===== src/hw/ulsf_pkg.sv =====
package ulsf_pkg;
  // Register byte offsets
  localparam int ADDR_W = 8;
  localparam logic [7:0] ADDR_LINE_STATUS = 8'h00;
  localparam logic [7:0] ADDR_CTRL = 8'h04;
  localparam logic [7:0] ADDR_INT_STATUS = 8'h08;
  localparam logic [7:0] ADDR_INT_CLEAR = 8'h0c;
  localparam logic [7:0] ADDR_INT_ENABLE = 8'h10;
  // Line status bit positions
  localparam int LS_RX_READY = 0;
  localparam int LS_OVERRUN = 1;
  localparam int LS_PARITY = 2;
  localparam int LS_FRAMING = 3;
  localparam int LS_BREAK = 4;
  localparam int LS_THR_EMPTY = 5;
  localparam int LS_TX_EMPTY = 6;
  localparam int LS_FIFO_ERR = 7;
  // Control bits
  localparam int CTRL_W = 2;
  localparam int CTRL_FIFO_EN = 0;
  localparam int CTRL_THRE_IE = 1;
  localparam logic [1:0] CTRL_RESET = 2'h0;
  // Interrupt event bits
  localparam int EV_W = 4;
  localparam int EV_OVERRUN = 0;
  localparam int EV_BREAK = 1;
  localparam int EV_RX_ERR = 2;
  localparam int EV_THR_EMPTY = 3;
  localparam logic [3:0] EV_RESET = 4'h0;
  // Per-character error flag layout
  localparam int FL_W = 3;
  localparam int FL_PARITY = 0;
  localparam int FL_FRAMING = 1;
  localparam int FL_BREAK = 2;
  // Sizes and timing counts
  localparam int RX_DEPTH = 128;
  localparam int TX_DEPTH = 128;
  localparam int FRAME_BITS = 10;
  // Break detector states
  typedef enum logic [1:0] {
    BRK_IDLE = 2'b00,
    BRK_COUNT = 2'b01,
    BRK_HELD = 2'b10
  } ulsf_brk_type;
endpackage : ulsf_pkg


===== src/hw/ulsf_top.sv =====
`timescale 1ns/1ps
module ulsf_top #(
  parameter int RX_DEPTH = ulsf_pkg::RX_DEPTH,
  parameter int TX_DEPTH = ulsf_pkg::TX_DEPTH,
  parameter int FRAME_BITS = ulsf_pkg::FRAME_BITS
) (
  // Clock and reset
  input wire logic clock,
  input wire logic resetn,
  // APB slave
  input wire logic psel,
  input wire logic penable,
  input wire logic pwrite,
  input wire logic [ulsf_pkg::ADDR_W-1:0] paddr,
  input wire logic [31:0] pwdata,
  output logic [31:0] prdata,
  output logic pready,
  output logic pslverr,
  // Receiver events
  input wire logic rx_in,
  input wire logic rx_bit_tick,
  input wire logic rx_done,
  input wire logic rx_parity_err,
  input wire logic rx_frame_err,
  input wire logic rx_pop,
  // Transmitter events
  input wire logic tx_write,
  input wire logic tx_move,
  input wire logic tx_shift_done,
  // Status and interrupts
  output logic [7:0] line_status,
  output logic thre_irq,
  output logic irq
);
  localparam int TW = $clog2(TX_DEPTH) + 1;
  localparam int BW = $clog2(FRAME_BITS) + 1;

  typedef struct packed {
    logic [ulsf_pkg::CTRL_W-1:0] ctrl;
    logic [ulsf_pkg::EV_W-1:0] ev_sts;
    logic [ulsf_pkg::EV_W-1:0] ev_en;
    logic overrun;
    logic [TW-1:0] tx_cnt;
    logic tx_busy;
    logic thre_prev;
    ulsf_pkg::ulsf_brk_type brk;
    logic [BW-1:0] brk_cnt;
    logic [31:0] rdata;
  } ulsf_state_type;

  ulsf_state_type q, d;
  logic fifo_en;
  logic brk_push;
  logic rx_push;
  logic [ulsf_pkg::FL_W-1:0] push_flags;
  logic rxf_empty;
  logic rxf_full;
  logic [ulsf_pkg::FL_W-1:0] top_flags;
  logic rxf_any_err;
  logic tx_full;
  logic thre;
  logic temt;
  logic setup_ph;
  logic access;
  logic mapped;
  logic [ulsf_pkg::EV_W-1:0] ev_set;

  assign fifo_en = q.ctrl[ulsf_pkg::CTRL_FIFO_EN];

  // A break pushes one character with only its break flag set
  assign brk_push = (q.brk == ulsf_pkg::BRK_COUNT) && rx_bit_tick && !rx_in &&
                    (q.brk_cnt == BW'(FRAME_BITS - 1));
  assign rx_push = brk_push || rx_done;
  always_comb begin
    push_flags = '0;
    if (brk_push) begin
      push_flags[ulsf_pkg::FL_BREAK] = 1'b1;
    end else begin
      push_flags[ulsf_pkg::FL_PARITY] = rx_parity_err;
      push_flags[ulsf_pkg::FL_FRAMING] = rx_frame_err;
    end
  end

  // Error flags of held receive characters
  ulsf_err_fifo #(
    .DEPTH(RX_DEPTH)
  ) u_rx_flags (
    .clock(clock),
    .resetn(resetn),
    .push(rx_push),
    .push_flags(push_flags),
    .one_deep(!fifo_en),
    .pop(rx_pop),
    .empty(rxf_empty),
    .full(rxf_full),
    .top_flags(top_flags),
    .any_err(rxf_any_err)
  );

  // Transmit occupancy; non-FIFO mode is a single holding register
  assign tx_full = fifo_en ? (q.tx_cnt == TW'(TX_DEPTH)) : (q.tx_cnt != '0);
  assign thre = (q.tx_cnt == '0);
  assign temt = thre && !q.tx_busy;

  // Status word; top-of-FIFO flags follow the oldest character
  always_comb begin
    line_status = '0;
    line_status[ulsf_pkg::LS_RX_READY] = !rxf_empty;
    line_status[ulsf_pkg::LS_OVERRUN] = q.overrun;
    line_status[ulsf_pkg::LS_PARITY] = !rxf_empty && top_flags[ulsf_pkg::FL_PARITY];
    line_status[ulsf_pkg::LS_FRAMING] = !rxf_empty && top_flags[ulsf_pkg::FL_FRAMING];
    line_status[ulsf_pkg::LS_BREAK] = !rxf_empty && top_flags[ulsf_pkg::FL_BREAK];
    line_status[ulsf_pkg::LS_THR_EMPTY] = thre;
    line_status[ulsf_pkg::LS_TX_EMPTY] = temt;
    line_status[ulsf_pkg::LS_FIFO_ERR] = rxf_any_err;
  end

  // APB decode: zero wait, read data latched in the setup phase
  assign setup_ph = psel && !penable;
  assign access = psel && penable;
  assign mapped = (paddr == ulsf_pkg::ADDR_LINE_STATUS) || (paddr == ulsf_pkg::ADDR_CTRL) ||
                  (paddr == ulsf_pkg::ADDR_INT_STATUS) || (paddr == ulsf_pkg::ADDR_INT_CLEAR) ||
                  (paddr == ulsf_pkg::ADDR_INT_ENABLE);
  assign pready = 1'b1;
  assign pslverr = access && !mapped;
  assign prdata = q.rdata;

  // Interrupt events
  always_comb begin
    ev_set = '0;
    ev_set[ulsf_pkg::EV_OVERRUN] = rx_push && rxf_full;
    ev_set[ulsf_pkg::EV_BREAK] = brk_push;
    ev_set[ulsf_pkg::EV_RX_ERR] = rx_push && !rxf_full && (|push_flags);
    ev_set[ulsf_pkg::EV_THR_EMPTY] = thre && !q.thre_prev;
  end
  assign irq = |(q.ev_sts & q.ev_en);
  assign thre_irq = thre && q.ctrl[ulsf_pkg::CTRL_THRE_IE];

  // Next-state logic for all block state
  always_comb begin
    d = q;
    d.thre_prev = thre;
    // Read data is captured one edge early so prdata comes from a flop
    if (setup_ph && !pwrite) begin
      case (paddr)
        ulsf_pkg::ADDR_LINE_STATUS: d.rdata = {24'h000000, line_status};
        ulsf_pkg::ADDR_CTRL: d.rdata = {30'h00000000, q.ctrl};
        ulsf_pkg::ADDR_INT_STATUS: d.rdata = {28'h0000000, q.ev_sts};
        ulsf_pkg::ADDR_INT_ENABLE: d.rdata = {28'h0000000, q.ev_en};
        default: d.rdata = 32'h00000000;
      endcase
    end
    // Writes; the line status address takes none
    if (access && pwrite) begin
      case (paddr)
        ulsf_pkg::ADDR_CTRL: d.ctrl = pwdata[ulsf_pkg::CTRL_W-1:0];
        ulsf_pkg::ADDR_INT_CLEAR: d.ev_sts = q.ev_sts & ~pwdata[ulsf_pkg::EV_W-1:0];
        ulsf_pkg::ADDR_INT_ENABLE: d.ev_en = pwdata[ulsf_pkg::EV_W-1:0];
        default: d.ctrl = q.ctrl;
      endcase
    end
    // Set wins over a same-cycle clear
    d.ev_sts = d.ev_sts | ev_set;
    // Overrun clears on a status read, but a new overrun wins
    if (access && !pwrite && (paddr == ulsf_pkg::ADDR_LINE_STATUS)) begin
      d.overrun = 1'b0;
    end
    if (rx_push && rxf_full) begin
      d.overrun = 1'b1;
    end
    // Transmit holding and shift occupancy
    d.tx_cnt = q.tx_cnt + TW'(tx_write && !tx_full) - TW'(tx_move && !thre);
    if (tx_move && !thre) begin
      d.tx_busy = 1'b1;
    end else if (tx_shift_done) begin
      d.tx_busy = 1'b0;
    end
    // Break detector counts low bit samples of one frame
    if (rx_bit_tick) begin
      case (q.brk)
        ulsf_pkg::BRK_IDLE: begin
          if (!rx_in) begin
            d.brk = ulsf_pkg::BRK_COUNT;
            d.brk_cnt = BW'(1);
          end
        end
        ulsf_pkg::BRK_COUNT: begin
          if (rx_in) begin
            d.brk = ulsf_pkg::BRK_IDLE;
          end else if (brk_push) begin
            d.brk = ulsf_pkg::BRK_HELD;
          end else begin
            d.brk_cnt = q.brk_cnt + BW'(1);
          end
        end
        ulsf_pkg::BRK_HELD: begin
          // Stays here however long the line is low
          if (rx_in) begin
            d.brk = ulsf_pkg::BRK_IDLE;
          end
        end
        default: d.brk = ulsf_pkg::BRK_IDLE;
      endcase
    end
  end

  // All state in one register; every flag starts clear except thre_prev, which starts set
  always_ff @(posedge clock or negedge resetn) begin
    if (!resetn) begin
      q <= '0;
      q.ctrl <= ulsf_pkg::CTRL_RESET;
      q.ev_sts <= ulsf_pkg::EV_RESET;
      q.ev_en <= ulsf_pkg::EV_RESET;
      q.thre_prev <= 1'b1;
      q.brk <= ulsf_pkg::BRK_IDLE;
    end else begin
      q <= d;
    end
  end
endmodule : ulsf_top


===== src/hw/ulsf_err_fifo.sv =====
`timescale 1ns/1ps
module ulsf_err_fifo #(
  parameter int DEPTH = ulsf_pkg::RX_DEPTH,
  parameter int AW = $clog2(DEPTH)
) (
  // Clock and reset
  input wire logic clock,
  input wire logic resetn,
  // Push side
  input wire logic push,
  input wire logic [ulsf_pkg::FL_W-1:0] push_flags,
  input wire logic one_deep,
  // Pop side
  input wire logic pop,
  // Status
  output logic empty,
  output logic full,
  output logic [ulsf_pkg::FL_W-1:0] top_flags,
  output logic any_err
);
  typedef struct packed {
    logic [DEPTH-1:0][ulsf_pkg::FL_W-1:0] mem;
    logic [AW-1:0] wr;
    logic [AW-1:0] rd;
    logic [AW:0] cnt;
  } ulsf_fifo_state_type;

  ulsf_fifo_state_type q, d;
  logic [DEPTH-1:0] entry_err;

  // Holding register mode limits occupancy to one character
  assign empty = (q.cnt == '0);
  assign full = one_deep ? !empty : (q.cnt == (AW+1)'(DEPTH));
  assign top_flags = q.mem[q.rd];

  // Error summary over every occupied entry only
  genvar i;
  generate
    for (i = 0; i < DEPTH; i++) begin : g_ent
      logic [AW-1:0] offs;
      assign offs = AW'(i) - q.rd;
      assign entry_err[i] = (|q.mem[i]) && ({1'b0, offs} < q.cnt);
    end
  endgenerate
  assign any_err = |entry_err;

  // Pointer and count update; full push is dropped, contents untouched
  always_comb begin
    d = q;
    if (push && !full) begin
      d.mem[q.wr] = push_flags;
      d.wr = q.wr + AW'(1);
    end
    if (pop && !empty) begin
      d.rd = q.rd + AW'(1);
    end
    d.cnt = q.cnt + (AW+1)'(push && !full) - (AW+1)'(pop && !empty);
  end

  always_ff @(posedge clock or negedge resetn) begin
    if (!resetn) begin
      q <= '0;
    end else begin
      q <= d;
    end
  end
endmodule : ulsf_err_fifo


===== config.mk =====
export PLATFORM = sky130hd
export DESIGN_NAME = ulsf_top
export DESIGN_NICKNAME = d
export VERILOG_FILES = /design/src/hw/ulsf_pkg.sv /design/src/hw/ulsf_top.sv /design/src/hw/ulsf_err_fifo.sv
export SDC_FILE = /design/constraint.sdc
export NUM_CORES = 2
export LEC_CHECK = 0
export BUFFER_PORTS_ARGS = -buffer_cell sky130_fd_sc_hd__buf_4
export CORE_MARGIN = 1
export CORE_UTILIZATION = 61
export DETAILED_ROUTE_END_ITERATION = 6
export GPL_TIMING_DRIVEN = 0
export HOLD_SLACK_MARGIN = 0.12
export PLACE_DENSITY = 0.89
export SLEW_MARGIN = 20
export SYNTH_ARGS = -nofsm -noshare
export SYNTH_HDL_FRONTEND = slang
export SYNTH_SLANG_ARGS = --single-unit
export TNS_END_PERCENT = 10

===== constraint.sdc =====
create_clock -name clock -period 15.4 [get_ports clock]
set_input_delay 3.08 -clock clock [delete_from_list [all_inputs] [get_ports clock]]
set_output_delay 3.08 -clock clock [all_outputs]
set_load 0.005 [all_outputs]

==> impl_summary.md <==
Cells and area
The share of layout cells above drive strength 1 is 13.2%. The layout has 3666 filler cells. The final-stage net count is 3819. In the final layout, flip-flops and latches occupy 11100 um2. The footprint of the multi-input gates is 18800 um2. The finished layout holds 4183 standard cells, fillers aside. The layout overhead on the synthesized area is 10.7%.

Global route
The first global-routing pass estimated 200 mm of wire. The total congestion overflow after global routing is 0. The via count of the first global-routing pass is 28520. The initial antenna violation count is 18.

Global routing used 55.9% of the available tracks across all layers. Entering global routing, the biggest net connects 103 pins.

Pwr
The share of total power dissipated in the clock network is 16.2%. Power spread over the standard cell area amounts to 208 nW/um2. Cell internal power was estimated by the tool at 3.38 mW. The switching power is 3.78 mW. The peak supply drop is 114 uV. The fraction of power consumed by sequential logic is 17.7%. The switching part of the total power is 52.8%. Combinational logic burns 66.1% of the power. For this design the static power due to leakage is 15.6 nW.

Synthesis
The area of the mapped netlist is 31000 um2. The number of synthesis warnings is 0. The fraction of registers with async set or reset after synthesis is 100%. The synthesized design contains 442 register bits. For this run, the leading register cell type out of synthesis is dfrtp_1.

The number of different library cells used by synthesis comes to 89. Yosys mapped a number of flops with a built-in enable equal to 0. The sequential share of the synthesized area is 35.6%. The cell count after synthesis came out at 3334. Dividing the synthesized area by the synthesized cell count gives 9.31 um2.

Routing
Using the TritonRoute via totals, the vias-per-cell ratio works out to 7.20. The number of routed nets with antenna violations is 0. The total DRC errors in the routed layout is 34.

The starting DRC count in detailed routing is 4408. The detailed-route wire length per cell is 34.1 um. The total via count in the routed design is 30119. The pre-antenna-repair detailed-routing pass consisted of 7 iterations.

The sum of routed wire length over all layers is 143 mm.

Placed design
The number of placed instances with taps included is 4084. The count of buffers added on input and output ports is 44. The placer congestion estimate is 1.13.

Detailed placement finished with a half-perimeter wire length of 108 mm.

Clocking
The cell sitting at the root of the clock tree is a clkbuf_16. Clock-pin slew was measured on the worst setup and hold paths at 0.06 ns. In this run the post-CTS setup repair buffer count came out at 0.

The total clock buffers created by CTS is 46. The clock tree buffer depth is 3. For the worst-skew pair, the clock arrives at the later sink with an insertion delay of 0.62 ns.

The clock tree from TritonCTS is built. The post-cts hold buffer count is 0. The total number of H-tree levels is 2. Post-CTS repair changed the size of 0 cells.

The count of clock tree sinks is 442.

Floorplan
The number of placed I/O pins is 98. The initial utilization of the core area, before any placement, comes to 61.9%. The number of placement rows is 82.

The die is 228 um tall. The horizontal extent of the die is 228 um. The die covers 51800 um2.

The region available for standard cell placement spans 50200 um2.

Timing
The final max-slew violation count is 0. In the final timing run, aggregate negative setup slack is 0 ns. The slew at the pin closest to its max-slew limit is 1.37 ns. Setup repair after global routing left no endpoint under its margin. In this run the tightest slew margin relative to its limit is 8.15%.

Setup violations remaining at the end of the flow were counted as 0. The final setup skew is 0.0314 ns. Dividing the final minimum period by the clock period gives 83.7%. The final number of hold-violating endpoints came to 0. Counting I/O delays and the setup requirement, the final critical path takes 12.89 ns. The maximum frequency from static timing analysis is 0.0776 GHz.

Worst setup path
Along the worst path, the maximum fanout reaches 15. Traced cell by cell, the critical path runs through clkbuf_1, inv_1, clkbuf_2, clkbuf_2, ha_1, buf_1, nor2b_1, a21oi_1, xnor2_1, ha_1, nor2b_1, o32ai_1, or3_1, or4_1, nor4_1, and4_1, nand4_1, or4_1, or4_4, buf_4, buf_4. The worst setup path is of the reg2out kind.

In this design, the stage delay of the slowest critical-path cell is 0.93 ns. The worst path arrival time is 9.81 ns. The endpoint type of the worst setup path is an output pin.

The depth of the worst register-to-register path is 20. The largest individual stage delay along the critical path comes from the cell nor2b_1. STA puts the critical path data required time at 12.32 ns. The critical path launch point type is a flip-flop.

Status
The flow ran to the end, but the final reports show violations. The checks that failed: DRC.

Worst hold path
The worst hold path cell count is 2. The class of the tightest hold or removal check is reg2reg.

Run
The max capacitance violation total is 0.
==> critical path: cells and delay by family, from the launching register on <==
family	cells	cell delay [ns]
AND/OR/NAND/NOR	9	4.22
flip-flops	1	0.53
buffers and inverters	7	3.15
AO/OA/AOI/OAI	2	0.34
adder cells (fa/ha/maj)	2	0.56
XOR/XNOR	1	0.34
==> metrics by stage <==
| stage | setup slack [ns] | util [%] | area, um2 | hold WS, ns | power, mW |
|---|---|---|---|---|---|
| global placement | 2.87 | 64.4 | 32300 | 0.460 | 5.60 |
| CTS | 2.69 | 68.3 | 34200 | 0.502 | 6.86 |
| floorplan | 6.50 | - | 31100 | 0.444 | 4.04 |
| global route | 2.64 | 68.4 | 34300 | 0.518 | 7.46 |
| detailed placement | 3.44 | 65.2 | 32700 | 0.488 | 5.71 |
| finish | 2.51 | 68.5 | 34400 | 0.502 | 7.16 |
==> routing by layer <==
metal / vias up / track usage (%) / wire length, um
met5: - / 2.28 / 356
li1: 12306 / - / -
met4: 18 / 47.5 / 15100
met3: 871 / 27.8 / 21700
met2: 2563 / 78.0 / 57800
met1: 14361 / 63.5 / 47600
==> cell usage in the layout (no fill, tap or decap), types with 21 or more instances in the layout <==
cell type  netlist  final
nand2_1        591    591
dfrtp_1        441    441
o21ai_0        401    400
ha_1           303    303
inv_1          188    185
a21oi_1        159    159
xnor2_1        127    126
mux4_2         126    126
nor3_1         143    115
clkbuf_1        98     99
nor2_1          86     86
buf_4           37     82
mux2_2          67     67
a21o_1          51     51
clkbuf_16        0     46
nor2b_1         42     42
nand4_1         35     35
o32ai_1         39     34
nand3_1         32     32
nor3_2           0     28
conb_1           2     25
buf_1           35     22
nor4_1          25     22
a31oi_1         21     21
==> registers in the layout, indices dropped and copies added, names as in the netlist <==
| register | cells |
|---|---|
| line_status | 1 |
| u_rx_flags.q | 406 |
| q | 26 |
| fifo_en | 1 |
| prdata | 8 |
==> cell usage after synthesis, types with 11 or more instances <==
cell	n	area share (%)
a2111oi_0	11	0.31
a211oi_1	15	0.36
a21o_1	51	1.2
a21oi_1	159	2.6
a31oi_1	21	0.42
buf_1	35	0.42
buf_4	37	0.89
clkbuf_1	98	1.2
dfrtp_1	441	36
ha_1	303	12
inv_1	188	2.3
mux2_2	67	2.4
mux4_2	126	9.1
nand2_1	591	7.1
nand2b_1	17	0.34
nand3_1	32	0.52
nand4_1	35	0.71
nor2_1	86	1.0
nor2b_1	42	0.85
nor3_1	143	2.3
nor4_1	25	0.50
o21ai_0	401	6.5
o21bai_1	13	0.31
o22ai_1	14	0.28
o31ai_1	15	0.36
o32ai_1	39	1.1
or2_2	11	0.22
xnor2_1	127	3.6
xor2_1	12	0.34
==> kinds of logic (layout without fill, tap and decap cells) <==
kind of cell	Yosys count	count (layout)	share of synthesized area, %
compound gates	835	835	16.2
other cells	2	41	0.0242
buf+inv	366	504	4.90
fa+ha+maj	306	306	12.4
flops	442	442	35.6
simple gates	1048	1048	15.3
xor+xnor	139	139	3.92
mux	196	196	11.7
==> layout make-up <==
class                   count  share of cell area [%]
diodes                     16                   0.116
plain buffers             177                    2.44
clock buffers              69                    4.01
clock inverters            14                   0.488
inverters                 189                    2.09
multi-input cells        2549                    54.6
flip-flops and latches    442                    32.2
well taps                 672                    2.45
repair buffers             55                    1.64
==> power by group through the flow <==
| stage | clock [mW] | combinational, mW | sequential, mW |
|---|---|---|---|
| floorplan | 0 | 2.78 | 1.25 |
| global placement | 0 | 4.32 | 1.28 |
| detailed placement | 0 | 4.43 | 1.28 |
| CTS | 1.15 | 4.45 | 1.26 |
| global route | 1.19 | 5.00 | 1.27 |
| finish | 1.16 | 4.73 | 1.27 |
==> final timing paths <==
path                             startpoint           endpoint  slack (ns)
setup / recovery           u_rx_flags.q[11]     line_status[7]        2.51
hold / removal                    prdata[4]          prdata[4]        0.50
setup reg to reg           u_rx_flags.q[11]          prdata[7]        6.13
hold reg to reg                   prdata[4]          prdata[4]        0.50
max in group asynchronous            resetn  u_rx_flags.q[121]       11.55
min in group asynchronous            resetn   u_rx_flags.q[13]        2.51
(Power assumes the default switching activity.)
